<file path="config.mk">
export PLATFORM = sky130hd
export DESIGN_NAME = fu_uart
export DESIGN_NICKNAME = d
export VERILOG_FILES = /design/src/hw/fu_pkg.sv /design/src/hw/fu_uart.sv
export SDC_FILE = /design/constraint.sdc
export NUM_CORES = 1
export LEC_CHECK = 0
export BUFFER_PORTS_ARGS = -buffer_cell sky130_fd_sc_hd__buf_4
export CORE_UTILIZATION = 30
export CTS_BUF_LIST = sky130_fd_sc_hd__clkbuf_2 sky130_fd_sc_hd__clkbuf_4 sky130_fd_sc_hd__clkbuf_8
export DETAILED_ROUTE_END_ITERATION = 10
export MAX_ROUTING_LAYER = met4
export PLACE_DENSITY = 0.47
export RECOVER_POWER = 50
export SYNTH_ARGS = -nofsm -noshare
export SYNTH_HDL_FRONTEND = slang
export SYNTH_SLANG_ARGS = --single-unit
</file>
<file path="constraint.sdc">
create_clock -name mclk -period 11.5 [get_ports mclk]
set_clock_uncertainty 0.15 [all_clocks]
set_input_delay 2.875 -clock mclk [delete_from_list [all_inputs] [get_ports mclk]]
set_output_delay 2.875 -clock mclk [all_outputs]
set_load 0.01 [all_outputs]
</file>
<file path="src/hw/fu_pkg.sv">
// Package: register map, field layouts, reset values and types of the FIFO UART
package fu_pkg;

   // ****************************************************************
   // Register offsets (byte addresses)
   // ****************************************************************
   localparam logic [4:0] ADDR_DATA = 5'h00;
   localparam logic [4:0] ADDR_IEN = 5'h04;
   localparam logic [4:0] ADDR_FCTL = 5'h08;
   localparam logic [4:0] ADDR_LCTL = 5'h0C;
   localparam logic [4:0] ADDR_MCTL = 5'h10;
   localparam logic [4:0] ADDR_LSTAT = 5'h14;
   localparam logic [4:0] ADDR_ISTAT = 5'h18;
   localparam logic [4:0] ADDR_DIV = 5'h1C;

   // ****************************************************************
   // Field positions
   // ****************************************************************
   localparam int IEN_RX = 0;
   localparam int IEN_TX = 1;
   localparam int IEN_LS = 2;
   localparam int IEN_MS = 3;
   localparam int FCTL_RXCLR = 1;
   localparam int FCTL_TXCLR = 2;
   localparam int FCTL_TRIG_LO = 6;
   localparam int LCTL_LEN_LO = 0;
   localparam int LCTL_STOP = 2;
   localparam int LCTL_PEN = 3;
   localparam int LCTL_PSEL_LO = 4;
   localparam int MCTL_RTS = 1;
   localparam int MCTL_LOOP = 4;
   localparam int MCTL_AUTO = 5;
   localparam int MCTL_THR_LO = 6;
   localparam int LS_DR = 0;
   localparam int LS_OE = 1;
   localparam int LS_PE = 2;
   localparam int LS_FE = 3;
   localparam int LS_BI = 4;
   localparam int LS_TEMT_FIFO = 5;
   localparam int LS_TEMT_ALL = 6;

   // ****************************************************************
   // Reset values and counts
   // ****************************************************************
   localparam logic [15:0] DIV_RESET = 16'h0001;
   localparam logic [3:0] OSR_LAST = 4'hF;
   localparam logic [3:0] OSR_MID = 4'h7;
   localparam logic [3:0] OSR_HALF_STOP = 4'h7;
   localparam int TIMEOUT_CHARS = 4;
   localparam logic [2:0] TRIG_1 = 3'h1;

   // Parity select: 0 odd, 1 even, 2 forced one, 3 forced zero
   typedef enum logic [2:0]
   {
      FU_IDLE = 3'b000,
      FU_START = 3'b001,
      FU_DATA = 3'b010,
      FU_PAR = 3'b011,
      FU_STOP = 3'b100
   } fu_bit_t;

   typedef struct packed
   {
      logic [7:0] data;
      logic perr;
      logic ferr;
      logic brk;
   } fu_rx_word_t;

   typedef struct packed
   {
      logic [31:0] adr;
      logic [31:0] dat;
      logic [3:0] sel;
      logic we;
      logic cyc;
      logic stb;
   } fu_wb_req_t;

endpackage : fu_pkg

</file>
<file path="src/hw/fu_uart.sv">
// FIFO UART with flow control, classic Wishbone slave
//
// Decided for this implementation: register access over Wishbone and the placing of the registers.
`timescale 1ns/10ps

// Summary of operation
// - Separate TX and RX FIFOs, depth parameter, default sixteen bytes.
// - Software reads TX and RX FIFO fill levels directly.
// - Five to eight data bits, one start bit added and removed.
// - Parity even, odd, forced one, forced zero, or none.
// - One stop bit, or 1.5 for five bits, else two.
// - Programmable baud divisor reaching one megabit and standard rates.
// - Without auto flow, RTS follows software bit, CTS is readable and interrupts but does not gate sending.
// - Auto flow negates RTS when RX level exceeds 8, 11, 13 or 15.
// - Auto flow starts characters only while CTS asserted; remote stops promptly.
// - Data read pops RX FIFO; data write pushes TX FIFO.
// - Independent flush controls for TX and RX FIFOs.
// - Status shows TX FIFO empty and shifter busy separately.
// - Status flags parity, framing, break, data ready and overrun.
// - RX interrupt when level reaches trigger 1, 4, 8 or 14.
// - RX interrupt when data waits four idle character times.
// - TX-empty interrupt when last byte leaves FIFO and starts sending.
// - Line interrupt on overrun, or on a parity or framing error in a received byte as it is stored.
// - Break detected when line low a whole frame; raises line interrupt.
// - Modem interrupt on every CTS level change.
// - Four interrupt sources each have an independent enable.
// - A start pulse gone high at mid-bit is rejected.
// - Loopback routes transmitter output to receiver internally.
module fu_uart #(
   parameter int DEPTH = 16,
   parameter int LW = $clog2(DEPTH + 1)
) (
   input wire logic mclk,
   input wire logic rst,
   input wire logic [31:0] wb_adr_i,
   input wire logic [31:0] wb_dat_i,
   input wire logic [3:0] wb_sel_i,
   input wire logic wb_we_i,
   input wire logic wb_cyc_i,
   input wire logic wb_stb_i,
   output logic [31:0] wb_dat_o,
   output logic wb_ack_o,
   output logic txd,
   input wire logic rxd,
   output logic rts_n,
   input wire logic cts_n,
   output logic irq
);

   localparam int AW = $clog2(DEPTH);

   typedef struct packed
   {
      logic [31:0] rdata;
      logic ack;
      logic [3:0] ien;
      logic [7:6] trig;
      logic [7:0] lctl;
      logic [7:0] mctl;
      logic [15:0] div;
      logic [15:0] divcnt;
      logic [AW-1:0] txwp;
      logic [AW-1:0] txrp;
      logic [LW-1:0] txlvl;
      logic [AW-1:0] rxwp;
      logic [AW-1:0] rxrp;
      logic [LW-1:0] rxlvl;
      fu_pkg::fu_bit_t ts;
      logic [3:0] tos;
      logic [2:0] tbit;
      logic [7:0] tsh;
      logic tpar;
      logic tx_line;
      logic thre_int;
      fu_pkg::fu_bit_t rs;
      logic [3:0] ros;
      logic [2:0] rbit;
      logic [7:0] rsh;
      logic rpar;
      logic rallz;
      logic oe;
      logic ls_int;
      logic ms_int;
      logic [9:0] tocnt;
      logic rx1;
      logic rx2;
      logic cts1;
      logic cts2;
      logic cts_prev;
   } fu_state_t;

   fu_state_t st;
   fu_state_t next_st;
   logic [7:0] txmem [DEPTH];
   fu_pkg::fu_rx_word_t rxmem [DEPTH];
   fu_pkg::fu_wb_req_t req;
   logic tick;
   logic rx_in;
   logic cts_on;
   logic wr_ok;
   logic rd_ok;
   logic push_tx;
   logic pop_rx;
   logic pop_tx;
   logic push_rx;
   logic [3:0] nbits;
   logic [3:0] stop_len;
   logic rx_stop_done;
   logic thr_hit;
   logic [4:0] trig_lvl;
   logic [4:0] rts_thr;
   logic to_hit;
   logic [9:0] to_len;
   logic [7:0] lsr;
   logic [3:0] iid;
   fu_pkg::fu_rx_word_t head;
   fu_pkg::fu_rx_word_t rx_word;

   assign req = '{adr: wb_adr_i, dat: wb_dat_i, sel: wb_sel_i, we: wb_we_i,
                  cyc: wb_cyc_i, stb: wb_stb_i};
   assign wr_ok = req.cyc && req.stb && req.we && !st.ack && req.sel[0];
   assign rd_ok = req.cyc && req.stb && !req.we && !st.ack;
   assign head = rxmem[st.rxrp];
   assign nbits = {2'b00, st.lctl[1:0]} + 4'h5;
   // Two stop bits when the stop bit is set, except 1.5 for five-bit chars; else one
   assign stop_len = st.lctl[fu_pkg::LCTL_STOP] ? 4'h2 : 4'h1;
   assign rx_in = st.mctl[fu_pkg::MCTL_LOOP] ? st.tx_line : st.rx2;
   assign cts_on = !st.cts2;
   assign tick = (st.divcnt == 16'h0001) || (st.div == 16'h0000);
   assign push_tx = wr_ok && req.adr[4:0] == fu_pkg::ADDR_DATA && st.txlvl != LW'(DEPTH);
   assign pop_rx = rd_ok && req.adr[4:0] == fu_pkg::ADDR_DATA && st.rxlvl != '0;
   assign rx_stop_done = st.rs == fu_pkg::FU_STOP && tick && st.ros == fu_pkg::OSR_LAST;
   assign push_rx = rx_stop_done && st.rxlvl != LW'(DEPTH);
   assign pop_tx = st.ts == fu_pkg::FU_IDLE && tick && st.txlvl != '0
                   && (!st.mctl[fu_pkg::MCTL_AUTO] || cts_on);
   assign rx_word = '{data: st.rsh, perr: st.lctl[fu_pkg::LCTL_PEN]
                      && (st.rpar != rx_parity(st.rsh, st.lctl[1:0], st.lctl[5:4])),
                      ferr: !rx_in, brk: st.rallz && !rx_in};

   always_comb
   begin
      case (st.trig)
         2'b00: trig_lvl = 5'd1;
         2'b01: trig_lvl = 5'd4;
         2'b10: trig_lvl = 5'd8;
         default: trig_lvl = 5'd14;
      endcase
      case (st.mctl[7:6])
         2'b00: rts_thr = 5'd8;
         2'b01: rts_thr = 5'd11;
         2'b10: rts_thr = 5'd13;
         default: rts_thr = 5'd15;
      endcase
   end

   assign thr_hit = 5'(st.rxlvl) >= trig_lvl;
   // Char time about ten bits of sixteen ticks
   assign to_len = 10'(fu_pkg::TIMEOUT_CHARS * 16 * 10);
   assign to_hit = st.rxlvl != '0 && st.tocnt >= to_len;
   assign lsr = {1'b0, st.ts == fu_pkg::FU_IDLE && st.txlvl == '0, st.txlvl == '0,
                 head.brk && st.rxlvl != '0, head.ferr && st.rxlvl != '0,
                 head.perr && st.rxlvl != '0, st.oe, st.rxlvl != '0};

   // Gated sources, priority line > rx > tx > modem
   always_comb
   begin
      iid = 4'h1;
      if (st.ien[fu_pkg::IEN_MS] && st.ms_int)
         iid = 4'h0;
      if (st.ien[fu_pkg::IEN_TX] && st.thre_int)
         iid = 4'h2;
      if (st.ien[fu_pkg::IEN_RX] && to_hit)
         iid = 4'hC;
      if (st.ien[fu_pkg::IEN_RX] && thr_hit)
         iid = 4'h4;
      if (st.ien[fu_pkg::IEN_LS] && st.ls_int)
         iid = 4'h6;
   end

   function automatic logic rx_parity(input logic [7:0] d, input logic [1:0] len,
                                      input logic [1:0] psel);
      logic p;
      p = ^(d & (8'hFF >> (2'h3 - len)));
      case (psel)
         2'b00: rx_parity = ~p;
         2'b01: rx_parity = p;
         2'b10: rx_parity = 1'b1;
         default: rx_parity = 1'b0;
      endcase
   endfunction : rx_parity

   // ****************************************************************
   // Next state
   // ****************************************************************
   always_comb
   begin
      next_st = st;
      next_st.ack = req.cyc && req.stb && !st.ack;
      next_st.rx1 = rxd;
      next_st.rx2 = st.rx1;
      next_st.cts1 = cts_n;
      next_st.cts2 = st.cts1;
      next_st.cts_prev = st.cts2;
      next_st.divcnt = tick ? st.div : st.divcnt - 16'h0001;
      if (st.rxlvl == '0 || push_rx || pop_rx)
         next_st.tocnt = '0;
      else if (tick && !to_hit)
         next_st.tocnt = st.tocnt + 10'h001;

      // Register access; reads of status clear the sticky flags
      next_st.rdata = '0;
      if (rd_ok)
      begin
         case (req.adr[4:0])
            fu_pkg::ADDR_DATA: next_st.rdata = {24'h000000, head.data};
            fu_pkg::ADDR_IEN: next_st.rdata = {28'h0, st.ien};
            fu_pkg::ADDR_FCTL: next_st.rdata = {8'h00, 8'(st.rxlvl), 8'(st.txlvl),
                                                st.trig, 6'h00};
            fu_pkg::ADDR_LCTL: next_st.rdata = {24'h000000, st.lctl};
            fu_pkg::ADDR_MCTL: next_st.rdata = {23'h0, cts_on, st.mctl};
            fu_pkg::ADDR_LSTAT:
            begin
               next_st.rdata = {24'h000000, lsr};
               next_st.oe = 1'b0;
               next_st.ls_int = 1'b0;
            end
            fu_pkg::ADDR_ISTAT:
            begin
               next_st.rdata = {28'h0, iid};
               next_st.thre_int = 1'b0;
               next_st.ms_int = 1'b0;
            end
            fu_pkg::ADDR_DIV: next_st.rdata = {16'h0000, st.div};
            default: next_st.rdata = '0;
         endcase
      end
      // Set after the status-read clear so a level change is never lost
      if (st.cts_prev != st.cts2)
         next_st.ms_int = 1'b1;
      if (wr_ok)
      begin
         case (req.adr[4:0])
            fu_pkg::ADDR_IEN: next_st.ien = req.dat[3:0];
            fu_pkg::ADDR_FCTL:
            begin
               next_st.trig = req.dat[7:6];
               if (req.dat[fu_pkg::FCTL_RXCLR])
               begin
                  next_st.rxwp = '0;
                  next_st.rxrp = '0;
               end
               if (req.dat[fu_pkg::FCTL_TXCLR])
               begin
                  next_st.txwp = '0;
                  next_st.txrp = '0;
               end
            end
            fu_pkg::ADDR_LCTL: next_st.lctl = req.dat[7:0];
            fu_pkg::ADDR_MCTL: next_st.mctl = req.dat[7:0];
            fu_pkg::ADDR_DIV: next_st.div = req.dat[15:0];
            default: next_st.div = next_st.div;
         endcase
      end
      if (push_tx)
         next_st.txwp = AW'((32'(st.txwp) + 1) % DEPTH);

      // Transmitter, one bit every sixteen ticks
      if (tick)
      begin
         next_st.tos = st.tos + 4'h1;
         case (st.ts)
            fu_pkg::FU_IDLE:
            begin
               next_st.tx_line = 1'b1;
               next_st.tos = '0;
               if (pop_tx)
               begin
                  next_st.tsh = txmem[st.txrp];
                  next_st.tpar = rx_parity(txmem[st.txrp], st.lctl[1:0], st.lctl[5:4]);
                  next_st.txrp = AW'((32'(st.txrp) + 1) % DEPTH);
                  next_st.ts = fu_pkg::FU_START;
                  next_st.tx_line = 1'b0;
                  if (st.txlvl == LW'(1))
                     next_st.thre_int = 1'b1;
               end
            end
            fu_pkg::FU_START:
               if (st.tos == fu_pkg::OSR_LAST)
               begin
                  next_st.ts = fu_pkg::FU_DATA;
                  next_st.tbit = '0;
                  next_st.tx_line = st.tsh[0];
               end
            fu_pkg::FU_DATA:
               if (st.tos == fu_pkg::OSR_LAST)
               begin
                  next_st.tbit = st.tbit + 3'h1;
                  next_st.tx_line = st.tsh[3'(st.tbit + 3'h1)];
                  if (4'(st.tbit) + 4'h1 == nbits)
                  begin
                     next_st.ts = st.lctl[fu_pkg::LCTL_PEN] ? fu_pkg::FU_PAR : fu_pkg::FU_STOP;
                     next_st.tx_line = st.lctl[fu_pkg::LCTL_PEN] ? st.tpar : 1'b1;
                     next_st.tbit = '0;
                  end
               end
            fu_pkg::FU_PAR:
               if (st.tos == fu_pkg::OSR_LAST)
               begin
                  next_st.ts = fu_pkg::FU_STOP;
                  next_st.tx_line = 1'b1;
               end
            fu_pkg::FU_STOP:
               if ((st.tos == fu_pkg::OSR_LAST && 4'(st.tbit) + 4'h1 == stop_len)
                   || (st.lctl[fu_pkg::LCTL_STOP] && st.lctl[1:0] == 2'b00
                       && st.tbit == 3'h1 && st.tos == fu_pkg::OSR_HALF_STOP))
                  next_st.ts = fu_pkg::FU_IDLE;
               else if (st.tos == fu_pkg::OSR_LAST)
                  next_st.tbit = st.tbit + 3'h1;
            default: next_st.ts = fu_pkg::FU_IDLE;
         endcase

         // Receiver, centre sampled
         next_st.ros = st.ros + 4'h1;
         case (st.rs)
            fu_pkg::FU_IDLE:
            begin
               next_st.ros = '0;
               if (!rx_in)
                  next_st.rs = fu_pkg::FU_START;
            end
            fu_pkg::FU_START:
               if (st.ros == fu_pkg::OSR_MID)
               begin
                  next_st.ros = '0;
                  next_st.rbit = '0;
                  next_st.rallz = 1'b1;
                  next_st.rs = rx_in ? fu_pkg::FU_IDLE : fu_pkg::FU_DATA;
               end
            fu_pkg::FU_DATA:
               if (st.ros == fu_pkg::OSR_LAST)
               begin
                  next_st.rsh = {rx_in, st.rsh[7:1]};
                  next_st.rallz = st.rallz && !rx_in;
                  next_st.rbit = st.rbit + 3'h1;
                  if (4'(st.rbit) + 4'h1 == nbits)
                  begin
                     next_st.rsh = {rx_in, st.rsh[7:1]} >> (4'h8 - nbits);
                     next_st.rs = st.lctl[fu_pkg::LCTL_PEN] ? fu_pkg::FU_PAR : fu_pkg::FU_STOP;
                  end
               end
            fu_pkg::FU_PAR:
               if (st.ros == fu_pkg::OSR_LAST)
               begin
                  next_st.rpar = rx_in;
                  next_st.rallz = st.rallz && !rx_in;
                  next_st.rs = fu_pkg::FU_STOP;
                  next_st.ros = '0;
               end
            fu_pkg::FU_STOP:
               if (st.ros == fu_pkg::OSR_LAST)
               begin
                  next_st.rs = fu_pkg::FU_IDLE;
                  if (push_rx)
                  begin
                     next_st.rxwp = AW'((32'(st.rxwp) + 1) % DEPTH);
                     if (rx_word.perr || rx_word.ferr)
                        next_st.ls_int = 1'b1;
                  end
                  else
                  begin
                     next_st.oe = 1'b1;
                     next_st.ls_int = 1'b1;
                  end
               end
            default: next_st.rs = fu_pkg::FU_IDLE;
         endcase
      end
      if (pop_rx)
         next_st.rxrp = AW'((32'(st.rxrp) + 1) % DEPTH);

      // Flush wins over same-cycle traffic in that FIFO only
      if (wr_ok && req.adr[4:0] == fu_pkg::ADDR_FCTL && req.dat[fu_pkg::FCTL_RXCLR])
      begin
         next_st.rxwp = '0;
         next_st.rxrp = '0;
         next_st.rxlvl = '0;
      end
      else
         next_st.rxlvl = st.rxlvl + LW'(push_rx) - LW'(pop_rx);
      if (wr_ok && req.adr[4:0] == fu_pkg::ADDR_FCTL && req.dat[fu_pkg::FCTL_TXCLR])
      begin
         next_st.txwp = '0;
         next_st.txrp = '0;
         next_st.txlvl = '0;
      end
      else
         next_st.txlvl = st.txlvl + LW'(push_tx) - LW'(pop_tx);
   end

   // ****************************************************************
   // Registers and FIFO storage
   // ****************************************************************
   always_ff @(posedge mclk or posedge rst)
   begin
      if (rst)
      begin
         st <= '0;
         st.div <= fu_pkg::DIV_RESET;
         st.divcnt <= fu_pkg::DIV_RESET;
         st.tx_line <= 1'b1;
         st.rx1 <= 1'b1;
         st.rx2 <= 1'b1;
         st.cts1 <= 1'b1;
         st.cts2 <= 1'b1;
         st.cts_prev <= 1'b1;
         st.lctl <= 8'h03;
      end
      else
         st <= next_st;
   end

   // Storage has no reset; a data read with the RX FIFO empty returns the entry at the read pointer
   always_ff @(posedge mclk)
   begin
      if (push_tx)
         txmem[st.txwp] <= req.dat[7:0];
      if (push_rx)
         rxmem[st.rxwp] <= rx_word;
   end

   assign wb_dat_o = st.rdata;
   assign wb_ack_o = st.ack;
   assign txd = st.tx_line;
   // Auto mode drops RTS above threshold
   assign rts_n = st.mctl[fu_pkg::MCTL_AUTO] ? (5'(st.rxlvl) > rts_thr)
                                             : !st.mctl[fu_pkg::MCTL_RTS];
   assign irq = iid != 4'h1;

endmodule : fu_uart

</file>
-- Word level (Yosys, flattened, before mapping)
Memory sizes are Yosys's and may differ from the RTL's.
Index checks and enable logic that the tools add are counted.
- memories kept: 2
- bits in writable memories: 304
- register bits: 172
- muxes and demuxes: 96
- reductions and logical operators: 94
- add/sub/neg operators: 19
- $lt $le $gt $ge: 4
- shifts and indexed selects: 2
- equal/unequal tests: 50
- bitwise logic cells: 4
- memories (name ; depth ; bits a word ; rd ports ; clocked after Yosys merged registers in ; write ports ; line ; source):
    rxmem ; 16 ; 11 ; 1 ; 0 ; 1 ; fu_uart.sv:95 ; fu_pkg::fu_rx_word_t rxmem [DEPTH];
    txmem ; 16 ; 8 ; 1 ; 0 ; 1 ; fu_uart.sv:94 ; logic [7:0] txmem [DEPTH];
- operator list (cell ; number):
    $pmux W21 S8 ; 1
    $mux W8 ; 10
    $mux W4 ; 14
    $mux W3 ; 17
    $logic_and A1 B1 Y1 ; 37
    $mux W10 ; 3
    $pmux W3 S5 ; 2
    $ne A2 B2 Y1 const B ; 13
    $mux W1 ; 25
    $add A4 B1 Y4 const B ; 6
    $pmux W4 S3 ; 2
    $reduce_bool A3 Y1 ; 8
    $mux W23 ; 1
    $mux W21 ; 1
    $eq A5 B5 Y1 const B ; 4
    $pmux W3 S3 ; 2
    $and A8 B8 Y8 ; 2
    $eq A16 B1 Y1 const B ; 1
    $logic_not A16 Y1 ; 1
    $mux W16 ; 1
    $reduce_xor A8 Y1 ; 2
    $sub A16 B1 Y16 const B ; 1
    $logic_not A5 Y1 ; 3
    $reduce_and A3 Y1 ; 5
    51 further kinds ; 107

-- Depth between registers and ports, before layout
- depth after elaboration: 14
- depth in mapped cells: 17

-- Worst setup path after synthesis
Ideal clock, no wire load.
- path type: input port to flip-flop
- start: in wb_adr_i[1]
- end: reg st[76] (netlist bit)
- buffers on the path: 1
- setup time: 0.132 ns
- data arrival time: 5.307 ns
- cell stages on the path: 13
- setup slack: 5.911 ns
- cell sequence: or3_1 -> clkbuf_1 -> or3_1 -> or3_1 -> nand2_1 -> nand2_1 -> ha_1 -> fa_1 -> a21oi_1 -> nor2_1 -> nor2_1 -> xnor2_1 -> nor2_1
- RTL lines (element ; line ; source):
    start, declared ; fu_uart.sv:35 ; input wire logic [31:0] wb_adr_i,
    end signal, assigned ; fu_uart.sv:419 ; st <= next_st;
    end, declared ; fu_uart.sv:92 ; fu_state_t st;

==> results_dict.tcl <==
set metrics [dict create \
    synth_top_area_share_pct 44.3 \
    antenna_found_initial 0 \
    grt_use_met1_pct 20.4 \
    status "complete, but fails checks" \
    grt_max_degree 101 \
    synth_edf_count 304 \
    tightest_slew_ns 4.62 \
    ir_worst_vdd_mv 0.0926 \
    rows 95 \
    grt_usage_pct 15.2 \
    ys_ff_latch 465 \
    gr-total-overflow 0 \
    met2_usage_pct 23.5 \
    cts_hold_buf 0 \
    syn2layout_area_growth_pct 14.0 \
    hold_path_class "reg2reg" \
    slew_headroom_pct -210 \
    max_freq_mhz 162 \
    required_ns 11.95 \
    dieWidth_um 264 \
    dp_hpwl_um 33400 \
    ios 111 \
    antenna_cells 0 \
    die_y_um 264 \
    synthTopCellsByArea "edfxtp_1 44%, dfrtp_1 18%, mux4_2 8.4%" \
    synth_top_area_cell "edfxtp_1" \
    ant_nets 0 \
    clk_latency_ns 0.65 \
    portBuffers 53 \
    r2r_slack_ns 6.35 \
    timing.setup.tns_ns 0 \
    clockBufferDepth 3 \
    netlist_area_sq_um 20600 \
    coreArea_sq_um 67500 \
    rsz0062_at_grt "false" \
    cts_tree "yes" \
    critPathKind "in2async" \
    cts_sinks 465 \
    ys_warn_count 0 \
    drv_cap 2 \
    die_area_sq_um 69700 \
    vias 12000 \
    r2r_cells 15 \
    min_period_over_period_pct 53.8 \
    grt_pass1_wl_um 77900 \
    synth-seq-area-share_pct 63.9 \
    synthArstFlopShare_pct 34.6 \
    leakagePower_nw 8.71 \
    layout.nets 1637 \
    clk_pin_slew_worst_paths_ns 0.05 \
    htreeDepth 3 \
    cp_max_fo 100 \
    avgViaCountPerCell 4.89 \
    clockRootBuffer "clkbuf_8" \
    synth.avg_cell_area_sq_um 14.3 \
    arrival_ns 6.64 \
    initial_utilization_pct 30.5 \
    p_per_area_nw_per_um2 200 \
    cts_resized 0 \
    cp-start-kind "primary input" \
    cts_buffers 85 \
    hold_viol_final 0 \
    wl_per_cell_um 20.7 \
    drc 0 \
    drt_first_pass_iters 8 \
    synthCells 1440 \
    end_kind "asynchronous set/reset pin" \
    place_congestion 0.784 \
    synth_ff_type "edfxtp_1" \
    grt_pass1_vias 12400 \
    drive_gt1_share_pct 21.7 \
    grt_use_met3_pct 2.67 \
    top_usage_layer "met2" \
    synthDistinctLibCells 68 \
    drt_wl_total_um 50800 \
    maxSlewViolCount 147 \
    finalSetupViolations 0 \
    first_iter_violations 830 \
    postCtsSetupBuffers 0 \
    fin_crit_ns 6.19 \
    timing.hold.ws_ns 0.206 \
    worstHoldPathCells 0 \
    violations "capacitance limit, slew limit" \
]
## cell usage in the layout, fill, tap and decap left out, types with 11 or more instances in the layout
cell / count
clkbuf_1: 16
mux2i_1: 36
xor2_1: 22
clkbuf_8: 90
a22oi_1: 22
ha_1: 42
a21oi_1: 29
and3_1: 22
o21ai_0: 67
dfrtp_1: 148
nor3_1: 23
edfxtp_1: 304
buf_4: 60
clkbuf_4: 43
a31oi_1: 12
xnor2_1: 35
nand3_1: 17
and2_1: 22
mux2_2: 35
a221oi_1: 16
nor2_1: 88
conb_1: 11
clkinv_1: 13
inv_1: 41
mux4_2: 77
nand2_1: 129
## cells in the mapped netlist (all sizes together) (5+ instances only)
cell,number
dfrtp,151
dfstp,10
or3,10
a31oi,12
a21oi,30
nand2b,10
clkbuf,51
o21ai,67
and2,23
and3,22
a22oi,22
nor3,29
o31ai,9
xnor2,35
a221oi,16
inv,42
nor2,89
a41oi,6
xor2,22
nor3b,5
mux4,77
edfxtp,304
a21o,7
mux2,38
nor4,10
buf,47
nand4,10
ha,42
nand2,129
mux2i,36
nand3,17
a211oi,8
nor2b,10
## worst max-delay path, cell delays in order
cell,delay [ns]
clkbuf_4,0.11
clkinvlp_2,2.56
buf_4,1.00
## worst paths after layout
check                          to        from
max in group mclk             irq      st[59]
min                         st[3]  next_st[3]
max reg2reg                st[63]      st[92]
max                        st[65]         rst
min reg2reg                 st[3]  next_st[3]
min in group asynchronous  st[97]         rst
## power breakdown
part | internal, mW | switching (mW)
Sequential | 1.90 | 0.135
Clock | 0.874 | 0.684
Combinational | 0.467 | 0.626
## state kept, by name, indices dropped and copies added (netlist names)
signal	flops
lsr	1
st	126
rx_word	8
txmem	128
txd	1
wb_dat_o	21
next_st	3
rxmem	176
wb_ack_o	1
## logic make-up after synthesis
| family | after synthesis | synth area share [%] |
|---|---|---|
| flip-flops | 465 | 63.9 |
| AND/OR/NAND/NOR | 375 | 8.62 |
| AO/OA/AOI/OAI | 205 | 6.69 |
| multiplexers | 151 | 12.2 |
| buffers and inverters | 141 | 3.21 |
| XOR/XNOR | 58 | 2.53 |
| adder cells (fa/ha/maj) | 44 | 2.75 |
| other | 1 | 0.0182 |
## final cells by class
type	count	area [sq um]
Fill cell	6534	44000
Sequential cell	465	13200
Multi-Input combinational cell	844	6820
Clock buffer	130	1540
Tap cell	873	1090
Timing Repair Buffer	79	533
Inverter	43	163
Clock inverter	24	150
## metal layers
layer	part of all wire (%)	up-vias	wire [um]
li1	-	5542	-
met4	1.8	0	936
met1	48	6163	24200
met3	4.0	66	2010
met5	0	-	0
met2	47	260	23700
## stage by stage
step                cells  power [mW]  area, sq um  util (%)  setup WS, ns
finish               2458        4.69        23500      34.8          5.31
global placement     2304        3.18        21900      32.4          5.45
global route         2458        4.96        23500      34.8          4.61
floorplan            1450        2.87        20600         -          4.14
detailed placement   2304        3.20        21900      32.4          5.47
CTS                  2458        4.78        23600      34.9          5.34
Note: power is estimated with default switching activity, not from simulation.
